## src/rsp_pkg.sv

```systemverilog
// shared constants, register map and types of the rs232 port
package rsp_pkg;

  localparam int          CLK_HZ        = 25_000_000;
  localparam int          OVS           = 16;
  localparam int          RX_DEPTH      = 4;
  localparam int          BAUD_W        = 4;
  localparam int          DIV_W         = 16;

  // register byte offsets
  localparam logic [7:0]  REG_CTRL      = 8'h00;
  localparam logic [7:0]  REG_STATUS    = 8'h04;
  localparam logic [7:0]  REG_TXDATA    = 8'h08;
  localparam logic [7:0]  REG_RXDATA    = 8'h0c;
  localparam logic [7:0]  REG_CMD_DONE  = 8'h10;

  // control field positions
  localparam int          CTRL_BAUD_LSB = 0;
  localparam int          CTRL_TALK_BIT = 4;

  // status field positions
  localparam int          STAT_OVF_BIT  = 6;

  // rx data field positions
  localparam int          RXD_VALID_BIT = 8;

  // reset values and highest rate code
  localparam logic [3:0]  BAUD_9600     = 4'h8;
  localparam logic [3:0]  BAUD_MAX      = 4'h9;
  localparam logic        TALK_RST      = 1'b0;

  // counts of oversample ticks and data bits
  localparam logic [3:0]  TICK_MID      = 4'h7;
  localparam logic [3:0]  TICK_LAST     = 4'hf;
  localparam logic [2:0]  BIT_LAST      = 3'h7;

  // terminators
  localparam logic [7:0]  CHR_CR        = 8'h0d;
  localparam logic [7:0]  CHR_LF        = 8'h0a;

  typedef enum logic [3:0] {
    SER_IDLE  = 4'b0001,
    SER_START = 4'b0010,
    SER_DATA  = 4'b0100,
    SER_STOP  = 4'b1000
  } rsp_ser_state_t;

  typedef struct packed {
    logic       rts_busy;
    logic       overflow;
    logic       hold;
    logic       tx_busy;
    logic       tx_full;
    logic [2:0] rx_count;
  } rsp_status_t;

  function automatic int rsp_rate(input logic [3:0] sel);
    case (sel)
      4'h0:    rsp_rate = 75;
      4'h1:    rsp_rate = 110;
      4'h2:    rsp_rate = 150;
      4'h3:    rsp_rate = 300;
      4'h4:    rsp_rate = 600;
      4'h5:    rsp_rate = 1200;
      4'h6:    rsp_rate = 2400;
      4'h7:    rsp_rate = 4800;
      4'h9:    rsp_rate = 19200;
      default: rsp_rate = 9600;
    endcase
  endfunction : rsp_rate

  // clock cycles per oversample tick, rounded to nearest
  function automatic logic [15:0] rsp_div(input logic [3:0] sel);
    int r;
    r       = rsp_rate(sel);
    rsp_div = 16'((CLK_HZ + (OVS * r) / 2) / (OVS * r));
  endfunction : rsp_div

endpackage : rsp_pkg

```

## src/rsp_uart.sv

```systemverilog
// rs232 port with rts/cts character handshake and wishbone registers
// Behaviour
// - rts high when receive buffer full or terminator held, else low
// - four-character receive buffer; overflow chars dropped
// - rts low again once a slot frees
// - terminator raises rts until validation done
// - cts low and char waiting starts transmit
// - cts high blocks start; line idles mark
// - cts change mid-character never aborts it
// - ten selectable rates from 75 to 19200
// - reset returns rate to 9600
// - one rate serves transmit and receive
// - frame is start, eight data, stop
// - xon and xoff get no special treatment
// - talk-only mode discards every received character
// - talk-only results go out the transmitter
// - cr or lf ends line; lf after cr dropped
`timescale 1ns/10ps
module rsp_uart
  import rsp_pkg::*;
(
  input  wire logic        clk_i,
  input  wire logic        rst_i,
  input  wire logic        cyc_i,
  input  wire logic        stb_i,
  input  wire logic        we_i,
  input  wire logic [7:0]  adr_i,
  input  wire logic [3:0]  sel_i,
  input  wire logic [31:0] dat_i,
  output logic [31:0]      dat_o,
  output logic             ack_o,
  input  wire logic        rxd_i,
  input  wire logic        cts_n_i,
  output logic             txd_o,
  output logic             rts_n_o,
  output logic             talk_only_o
);

  // ---------------- pin synchronisers
  logic rxd_s1, rxd_s2, cts_s1, cts_s2;
  always_ff @(posedge clk_i) begin
    if (rst_i) begin
      rxd_s1 <= 1'b1;
      rxd_s2 <= 1'b1;
      cts_s1 <= 1'b1;
      cts_s2 <= 1'b1;
    end else begin
      rxd_s1 <= rxd_i;
      rxd_s2 <= rxd_s1;
      cts_s1 <= cts_n_i;
      cts_s2 <= cts_s1;
    end
  end

  // ---------------- wishbone slave
  logic [3:0]  baud_reg;
  logic        talk_reg;
  logic        tick;
  wire         req     = cyc_i & stb_i;
  wire         commit  = req & ack_o;
  wire         wr_lo   = commit & we_i & sel_i[0];
  wire         wr_ctrl = wr_lo & (adr_i == REG_CTRL);
  wire         wr_stat = wr_lo & (adr_i == REG_STATUS);
  wire         wr_tx   = wr_lo & (adr_i == REG_TXDATA);
  wire         wr_done = wr_lo & (adr_i == REG_CMD_DONE);
  wire         rd_rx   = commit & ~we_i & (adr_i == REG_RXDATA);
  logic [31:0] rd_mux;
  rsp_status_t stat;

  // one rate register feeds a single tick for both directions
  rsp_tick_gen u_tick (
    .clk_i      (clk_i),
    .rst_i      (rst_i),
    .baud_sel_i (baud_reg),
    .tick_o     (tick)
  );

  always_ff @(posedge clk_i) begin
    if (rst_i) begin
      baud_reg <= BAUD_9600;
      talk_reg <= TALK_RST;
    end else if (wr_ctrl) begin
      // out-of-range codes are refused so the rate stays legal
      if (dat_i[CTRL_BAUD_LSB +: 4] <= BAUD_MAX)
        baud_reg <= dat_i[CTRL_BAUD_LSB +: 4];
      talk_reg <= dat_i[CTRL_TALK_BIT];
    end
  end

  // ---------------- receive buffer
  logic [7:0]     rx_mem [RX_DEPTH];
  logic [1:0]     rx_wp, rx_rp;
  logic [2:0]     cnt_reg;
  logic [2:0]     cnt_next;
  logic           hold_reg, hold_next;
  logic           ovf_reg, last_cr_reg;
  logic           rx_done;
  logic [7:0]     rx_byte;
  wire            rx_full  = (cnt_reg == 3'(RX_DEPTH));
  wire            is_term  = (rx_byte == CHR_CR) | (rx_byte == CHR_LF);
  wire            lf_drop  = (rx_byte == CHR_LF) & last_cr_reg;
  wire            take     = rx_done & ~talk_reg & ~lf_drop;
  wire            push     = take & ~rx_full;
  wire            pop      = rd_rx & (cnt_reg != 3'h0);
  wire            term_in  = push & is_term;

  assign cnt_next  = cnt_reg + {2'b00, push} - {2'b00, pop};
  assign hold_next = term_in | (hold_reg & ~wr_done);

  always_ff @(posedge clk_i) begin
    if (rst_i) begin
      rx_wp       <= '0;
      rx_rp       <= '0;
      cnt_reg     <= '0;
      hold_reg    <= 1'b0;
      ovf_reg     <= 1'b0;
      last_cr_reg <= 1'b0;
      rts_n_o     <= 1'b0;
    end else begin
      if (push) begin
        rx_mem[rx_wp] <= rx_byte;
        rx_wp         <= rx_wp + 2'h1;
      end
      if (pop)
        rx_rp <= rx_rp + 2'h1;
      cnt_reg  <= cnt_next;
      hold_reg <= hold_next;
      // a new overflow beats a clear in the same cycle
      ovf_reg  <= (take & rx_full) | (ovf_reg & ~(wr_stat & dat_i[STAT_OVF_BIT]));
      if (rx_done & ~talk_reg)
        last_cr_reg <= (rx_byte == CHR_CR);
      rts_n_o  <= (cnt_next == 3'(RX_DEPTH)) | hold_next;
    end
  end

  // ---------------- receiver
  rsp_ser_state_t rx_state;
  logic [3:0]     rx_tc;
  logic [2:0]     rx_bit;

  always_ff @(posedge clk_i) begin
    if (rst_i) begin
      rx_state <= SER_IDLE;
      rx_tc    <= '0;
      rx_bit   <= '0;
      rx_byte  <= '0;
      rx_done  <= 1'b0;
    end else begin
      rx_done <= 1'b0;
      case (rx_state)
        SER_IDLE: begin
          rx_tc <= '0;
          if (!rxd_s2)
            rx_state <= SER_START;
        end
        SER_START: begin
          if (tick) begin
            rx_tc <= rx_tc + 4'h1;
            if (rx_tc == TICK_MID) begin
              // a glitch shorter than half a bit is not a start
              rx_tc    <= '0;
              rx_bit   <= '0;
              rx_state <= rxd_s2 ? SER_IDLE : SER_DATA;
            end
          end
        end
        SER_DATA: begin
          if (tick) begin
            rx_tc <= rx_tc + 4'h1;
            if (rx_tc == TICK_LAST) begin
              rx_byte <= {rxd_s2, rx_byte[7:1]};
              rx_bit  <= rx_bit + 3'h1;
              if (rx_bit == BIT_LAST)
                rx_state <= SER_STOP;
            end
          end
        end
        SER_STOP: begin
          if (tick) begin
            rx_tc <= rx_tc + 4'h1;
            if (rx_tc == TICK_LAST) begin
              rx_done  <= rxd_s2;
              rx_state <= SER_IDLE;
            end
          end
        end
        default: rx_state <= SER_IDLE;
      endcase
    end
  end

  // ---------------- transmitter
  rsp_ser_state_t tx_state;
  logic [3:0]     tx_tc;
  logic [2:0]     tx_bit;
  logic [7:0]     tx_hold, tx_sh;
  logic           tx_full;
  wire            tx_go = tx_full & ~cts_s2 & (tx_state == SER_IDLE);

  always_ff @(posedge clk_i) begin
    if (rst_i) begin
      tx_state <= SER_IDLE;
      tx_tc    <= '0;
      tx_bit   <= '0;
      tx_hold  <= '0;
      tx_sh    <= '0;
      tx_full  <= 1'b0;
      txd_o    <= 1'b1;
    end else begin
      // software writes measurement text here in talk-only mode too
      if (wr_tx & ~tx_full) begin
        tx_hold <= dat_i[7:0];
        tx_full <= 1'b1;
      end else if (tx_go) begin
        tx_full <= 1'b0;
      end
      txd_o <= (tx_state == SER_START) ? 1'b0 :
               (tx_state == SER_DATA)  ? tx_sh[0] : 1'b1;
      case (tx_state)
        SER_IDLE: begin
          tx_tc  <= '0;
          tx_bit <= '0;
          if (tx_go) begin
            tx_sh    <= tx_hold;
            tx_state <= SER_START;
          end
        end
        SER_START: begin
          if (tick) begin
            tx_tc <= tx_tc + 4'h1;
            if (tx_tc == TICK_LAST)
              tx_state <= SER_DATA;
          end
        end
        SER_DATA: begin
          if (tick) begin
            tx_tc <= tx_tc + 4'h1;
            if (tx_tc == TICK_LAST) begin
              tx_sh  <= {1'b0, tx_sh[7:1]};
              tx_bit <= tx_bit + 3'h1;
              if (tx_bit == BIT_LAST)
                tx_state <= SER_STOP;
            end
          end
        end
        SER_STOP: begin
          if (tick) begin
            tx_tc <= tx_tc + 4'h1;
            if (tx_tc == TICK_LAST)
              tx_state <= SER_IDLE;
          end
        end
        default: tx_state <= SER_IDLE;
      endcase
    end
  end

  // ---------------- read mux and answer
  assign stat = '{rts_busy: rts_n_o, overflow: ovf_reg, hold: hold_reg,
                  tx_busy: (tx_state != SER_IDLE), tx_full: tx_full, rx_count: cnt_reg};

  assign rd_mux = (adr_i == REG_CTRL)   ? {27'h0, talk_reg, baud_reg} :
                  (adr_i == REG_STATUS) ? {24'h0, stat} :
                  (adr_i == REG_RXDATA) ? {23'h0, (cnt_reg != 3'h0), rx_mem[rx_rp]} :
                  32'h0;

  // answer one cycle after the request; unmapped reads give zero
  always_ff @(posedge clk_i) begin
    if (rst_i) begin
      ack_o       <= 1'b0;
      dat_o       <= '0;
      talk_only_o <= 1'b0;
    end else begin
      ack_o       <= req & ~ack_o;
      talk_only_o <= talk_reg;
      if (req & ~ack_o)
        dat_o <= rd_mux;
    end
  end
endmodule : rsp_uart

```

## src/rsp_tick_gen.sv

```systemverilog
// oversample tick generator shared by transmitter and receiver
`timescale 1ns/10ps
module rsp_tick_gen
  import rsp_pkg::*;
(
  input  wire logic              clk_i,
  input  wire logic              rst_i,
  input  wire logic [BAUD_W-1:0] baud_sel_i,
  output logic                   tick_o
);

  logic [DIV_W-1:0] cnt_reg;
  logic [DIV_W-1:0] cnt_next;
  logic [DIV_W-1:0] div;
  wire              wrap;

  assign div      = rsp_div(baud_sel_i);
  assign wrap     = (cnt_reg >= div - 16'h0001);
  assign cnt_next = wrap ? 16'h0000 : cnt_reg + 16'h0001;

  always_ff @(posedge clk_i) begin
    if (rst_i) begin
      cnt_reg <= '0;
      tick_o  <= 1'b0;
    end else begin
      cnt_reg <= cnt_next;
      tick_o  <= wrap;
    end
  end

endmodule : rsp_tick_gen

```

## config.mk

```make
export PLATFORM = sky130hd
export DESIGN_NAME = rsp_uart
export DESIGN_NICKNAME = d
export VERILOG_FILES = /design/src/rsp_pkg.sv /design/src/rsp_uart.sv /design/src/rsp_tick_gen.sv
export SDC_FILE = /design/constraint.sdc
export NUM_CORES = 1
export LEC_CHECK = 0
export BUFFER_PORTS_ARGS = -buffer_cell sky130_fd_sc_hd__buf_2
export CAP_MARGIN = 40
export CELL_PAD_IN_SITES_DETAIL_PLACEMENT = 0
export CELL_PAD_IN_SITES_GLOBAL_PLACEMENT = 1
export CORE_UTILIZATION = 45
export CTS_CLUSTER_DIAMETER = 120
export CTS_CLUSTER_SIZE = 20
export DETAILED_ROUTE_END_ITERATION = 8
export GPL_TIMING_DRIVEN = 0
export HOLD_SLACK_MARGIN = 0.02
export PLACE_DENSITY_LB_ADDON = 0.15
export SYNTH_ARGS = -nofsm -noshare
export SYNTH_HDL_FRONTEND = slang
export SYNTH_HIERARCHICAL = 1
export SYNTH_SLANG_ARGS = --single-unit
```

## constraint.sdc

```tcl
create_clock -name clk_i -period 214.5 [get_ports clk_i]
set_input_delay 32.175 -clock clk_i [delete_from_list [all_inputs] [get_ports clk_i]]
set_output_delay 32.175 -clock clk_i [all_outputs]
set_load 0.005 [all_outputs]
```

==> results.txt <==
worst r2r path cells - 354
DRC viols - 0
Synth Area in Simple Gates - 24.40%
async set-reset flop share out of synthesis - 0%
minimum clock period - 86.98 ns
share of the synthesized area in the top cell type - 17.05%
antenna fix cells - 0
DIE HEIGHT - 239.6 um
setup repair bufs after CTS - 0
Via-to-Cell Ratio - 6.241
vias in the first global route - 24494
# nets final - 3878
slew of the pin with the lowest slew margin - 0.9165 ns
core area - 55420 um2
Die W - 239.6 um
area of the multi-input gates - 21620 um2
IO Count - 87
GR Overflow Total - 0
Cells after Synth - 3370
DP Wirelength - 67370 um
H-tree level count - 4
WP data required - 214.86 ns
Top FF cell, synth - dfxtp_1
initial antenna violation count - 0
hold buffer count at CTS - 0
reg2reg end - u_tick/cnt_reg[11]
Seq. cell area - 2943 um2
Setup crit end kind - flop
Area Overhead vs Synth - 8.883%
synth unique cells - 125
layout cells sized above 1 - 9.447%
largest net degree at the start of global routing - 29
f_max - 11.50 MHz
Worst R2R Setup Slack - 127.52 ns
register area share after synthesis - 11.59%
Hold Crit Class - reg2reg
# setup viols final - 0
number of synthesized flops with an enable pin - 32
Setup crit end - u_tick/cnt_reg[11]
Synth Area per Inst - 7.536 um2
per-cell routed wire length - 19.84 um
Compound-Gate Fraction of Synth Area - 30.86%
Mapped Area - 25400 um2
Critical Path Start Type - flop
Routed WL - 84120 um
CTS Root Cell - clkbuf_16
via count - 26469
CTS sink count - 131
Adder-Cell Fraction of Synth Area - 17.12%
clock slew at reported path FFs - 0.07 ns
worst skew pair latency - 0.43 ns
post-CTS sizing - 0
commonest cells in the netlist - ha_1, nor2_1, nand2_1
fin crit share - 40.55%
1st-pass router iterations - 5
Starting Density - 45.83%
clk buf depth - 2
Num CTS Buffers - 17
CTS tree - yes
main combinational cell family by area after synthesis - compound AO/OA/AOI/OAI gates
first-pass GRT wire length - 133000 um
Post-DRT Antenna Nets - 0
setup TNS - 0 ns
Max Cap Viol - 0
Reg-to-Reg Start - baud_reg[2]
status - complete, no violations
Slowest cell on crit path - o41ai_1
Most common cell on crit path - o21a_1
GR Util All Layers - 28.88%
number of flip-flops in the largest register - 32
num rows - 86
slew margin rel. - 37.32%
DRT iter0 DRCs - 2088
post-synthesis register bit count - 131
Worst Clk Skew - 0.01023 ns
portion of netlist area occupied by mux cells - 5.296%
max-slew violations - 0
Critical Path AT - 87.34 ns
cell taking the most area after synthesis - ha_1
# fillers - 5486
final hold vios - 0
ranking of synthesized cells by area - ha_1, dfxtp_1, a21oi_1
Finished Core Util - 49.90%
delay of the slowest cell on the worst path - 0.68 ns
Synth Area in XOR/XNOR - 6.685%
Worst Setup SP - baud_reg[2]
crit-path max FO - 18
count leader, synth - ha_1
Final GP Congestion - 0.8974
IO Port Bufs - 35
die area - 57390 um2
Ys Warns - 6
RSZ-0062 raised after global routing - false
kind of critical path - reg2reg
-- cells in the final DEF, fill, tap and decap left out, types with 57 or more instances in the layout --
| master | instances |
|---|---|
| o31ai_1 | 77 |
| buf_2 | 58 |
| inv_1 | 85 |
| o21a_1 | 133 |
| a21oi_1 | 261 |
| xnor2_1 | 119 |
| nand2b_1 | 57 |
| xor2_1 | 73 |
| ha_1 | 346 |
| nand3_1 | 107 |
| nand2_1 | 280 |
| a21o_1 | 96 |
| mux2_2 | 61 |
| clkbuf_1 | 65 |
| o21ai_0 | 161 |
| nor2_1 | 306 |
| nor3_1 | 155 |
| dfxtp_1 | 99 |
-- area by class of cell --
| class | count | area share (%) |
|---|---|---|
| clock buffers | 18 | 1.629 |
| clock inverters | 14 | 0.5611 |
| plain buffers | 130 | 2.366 |
| multi-input cells | 3047 | 78.19 |
| inverters | 96 | 1.317 |
| well taps | 748 | 3.384 |
| flip-flops and latches | 131 | 10.64 |
| repair buffers | 57 | 1.909 |
-- stage by stage --
stage          worst slack [ns]  hold WS (ns)  cells  cell area [um2]
6_report                 127.52        0.4177   4241            27650
5_1_grt                  120.82        0.4332   4241            27650
4_1_cts                  128.72        0.4252   4240            27650
3_5_place_dp             129.08        0.4091   4208            27040
3_3_place_gp             128.26        0.3926   4187            26640
2_1_floorplan            145.77        0.3895   3404            25520
-- layer usage --
metal / wire length (um) / track usage, % / vias up / share of wire (%)
met1: 41650 / 42.09 / 12603 / 50
met3: 4260 / 2.501 / 100 / 5.1
met2: 36540 / 45.56 / 733 / 43
met5: 0 / 0 / - / 0
met4: 1671 / 6.527 / 0 / 2.0
li1: - / - / 13033 / -
-- logic make-up (layout without fill, tap and decap cells) --
logic type               Yosys count  in the layout
other                              3             37
flip-flops                       131            131
AO/OA/AOI/OAI                   1124           1124
buffers and inverters            226            315
multiplexers                     114            114
adder cells (fa/ha/maj)          347            347
AND/OR/NAND/NOR                 1232           1232
XOR/XNOR                         193            193
-- worst max-delay path: cells and delay by family, from the launching register on --
kind | cells | cell delay [ns]
AOI/OAI and AO/OA | 179 | 43.21
adders and majority gates | 28 | 8.98
buffers and inverters | 53 | 16.84
DFF | 1 | 0.45
muxes | 3 | 1.15
and+or+nand+nor | 91 | 16.06
-- how the worst min path moves through the flow --
| stage | startpoint | end | slack (ns) | cells after the start |
|---|---|---|---|---|
| floorplan | cts_s1 | cts_s2 | 0.39 | 1 |
| global placement | cts_s1 | cts_s2 | 0.39 | 1 |
| detailed placement | cts_s1 | cts_s2 | 0.41 | 1 |
| CTS | cts_s1 | cts_s2 | 0.43 | 1 |
| global route | cts_s1 | cts_s2 | 0.43 | 1 |
| finish | cts_s1 | cts_s2 | 0.42 | 1 |
Power is left out: the tool's default activity adds up to more than one toggle a clock period on the data nets, which glitch-free logic cannot reach.
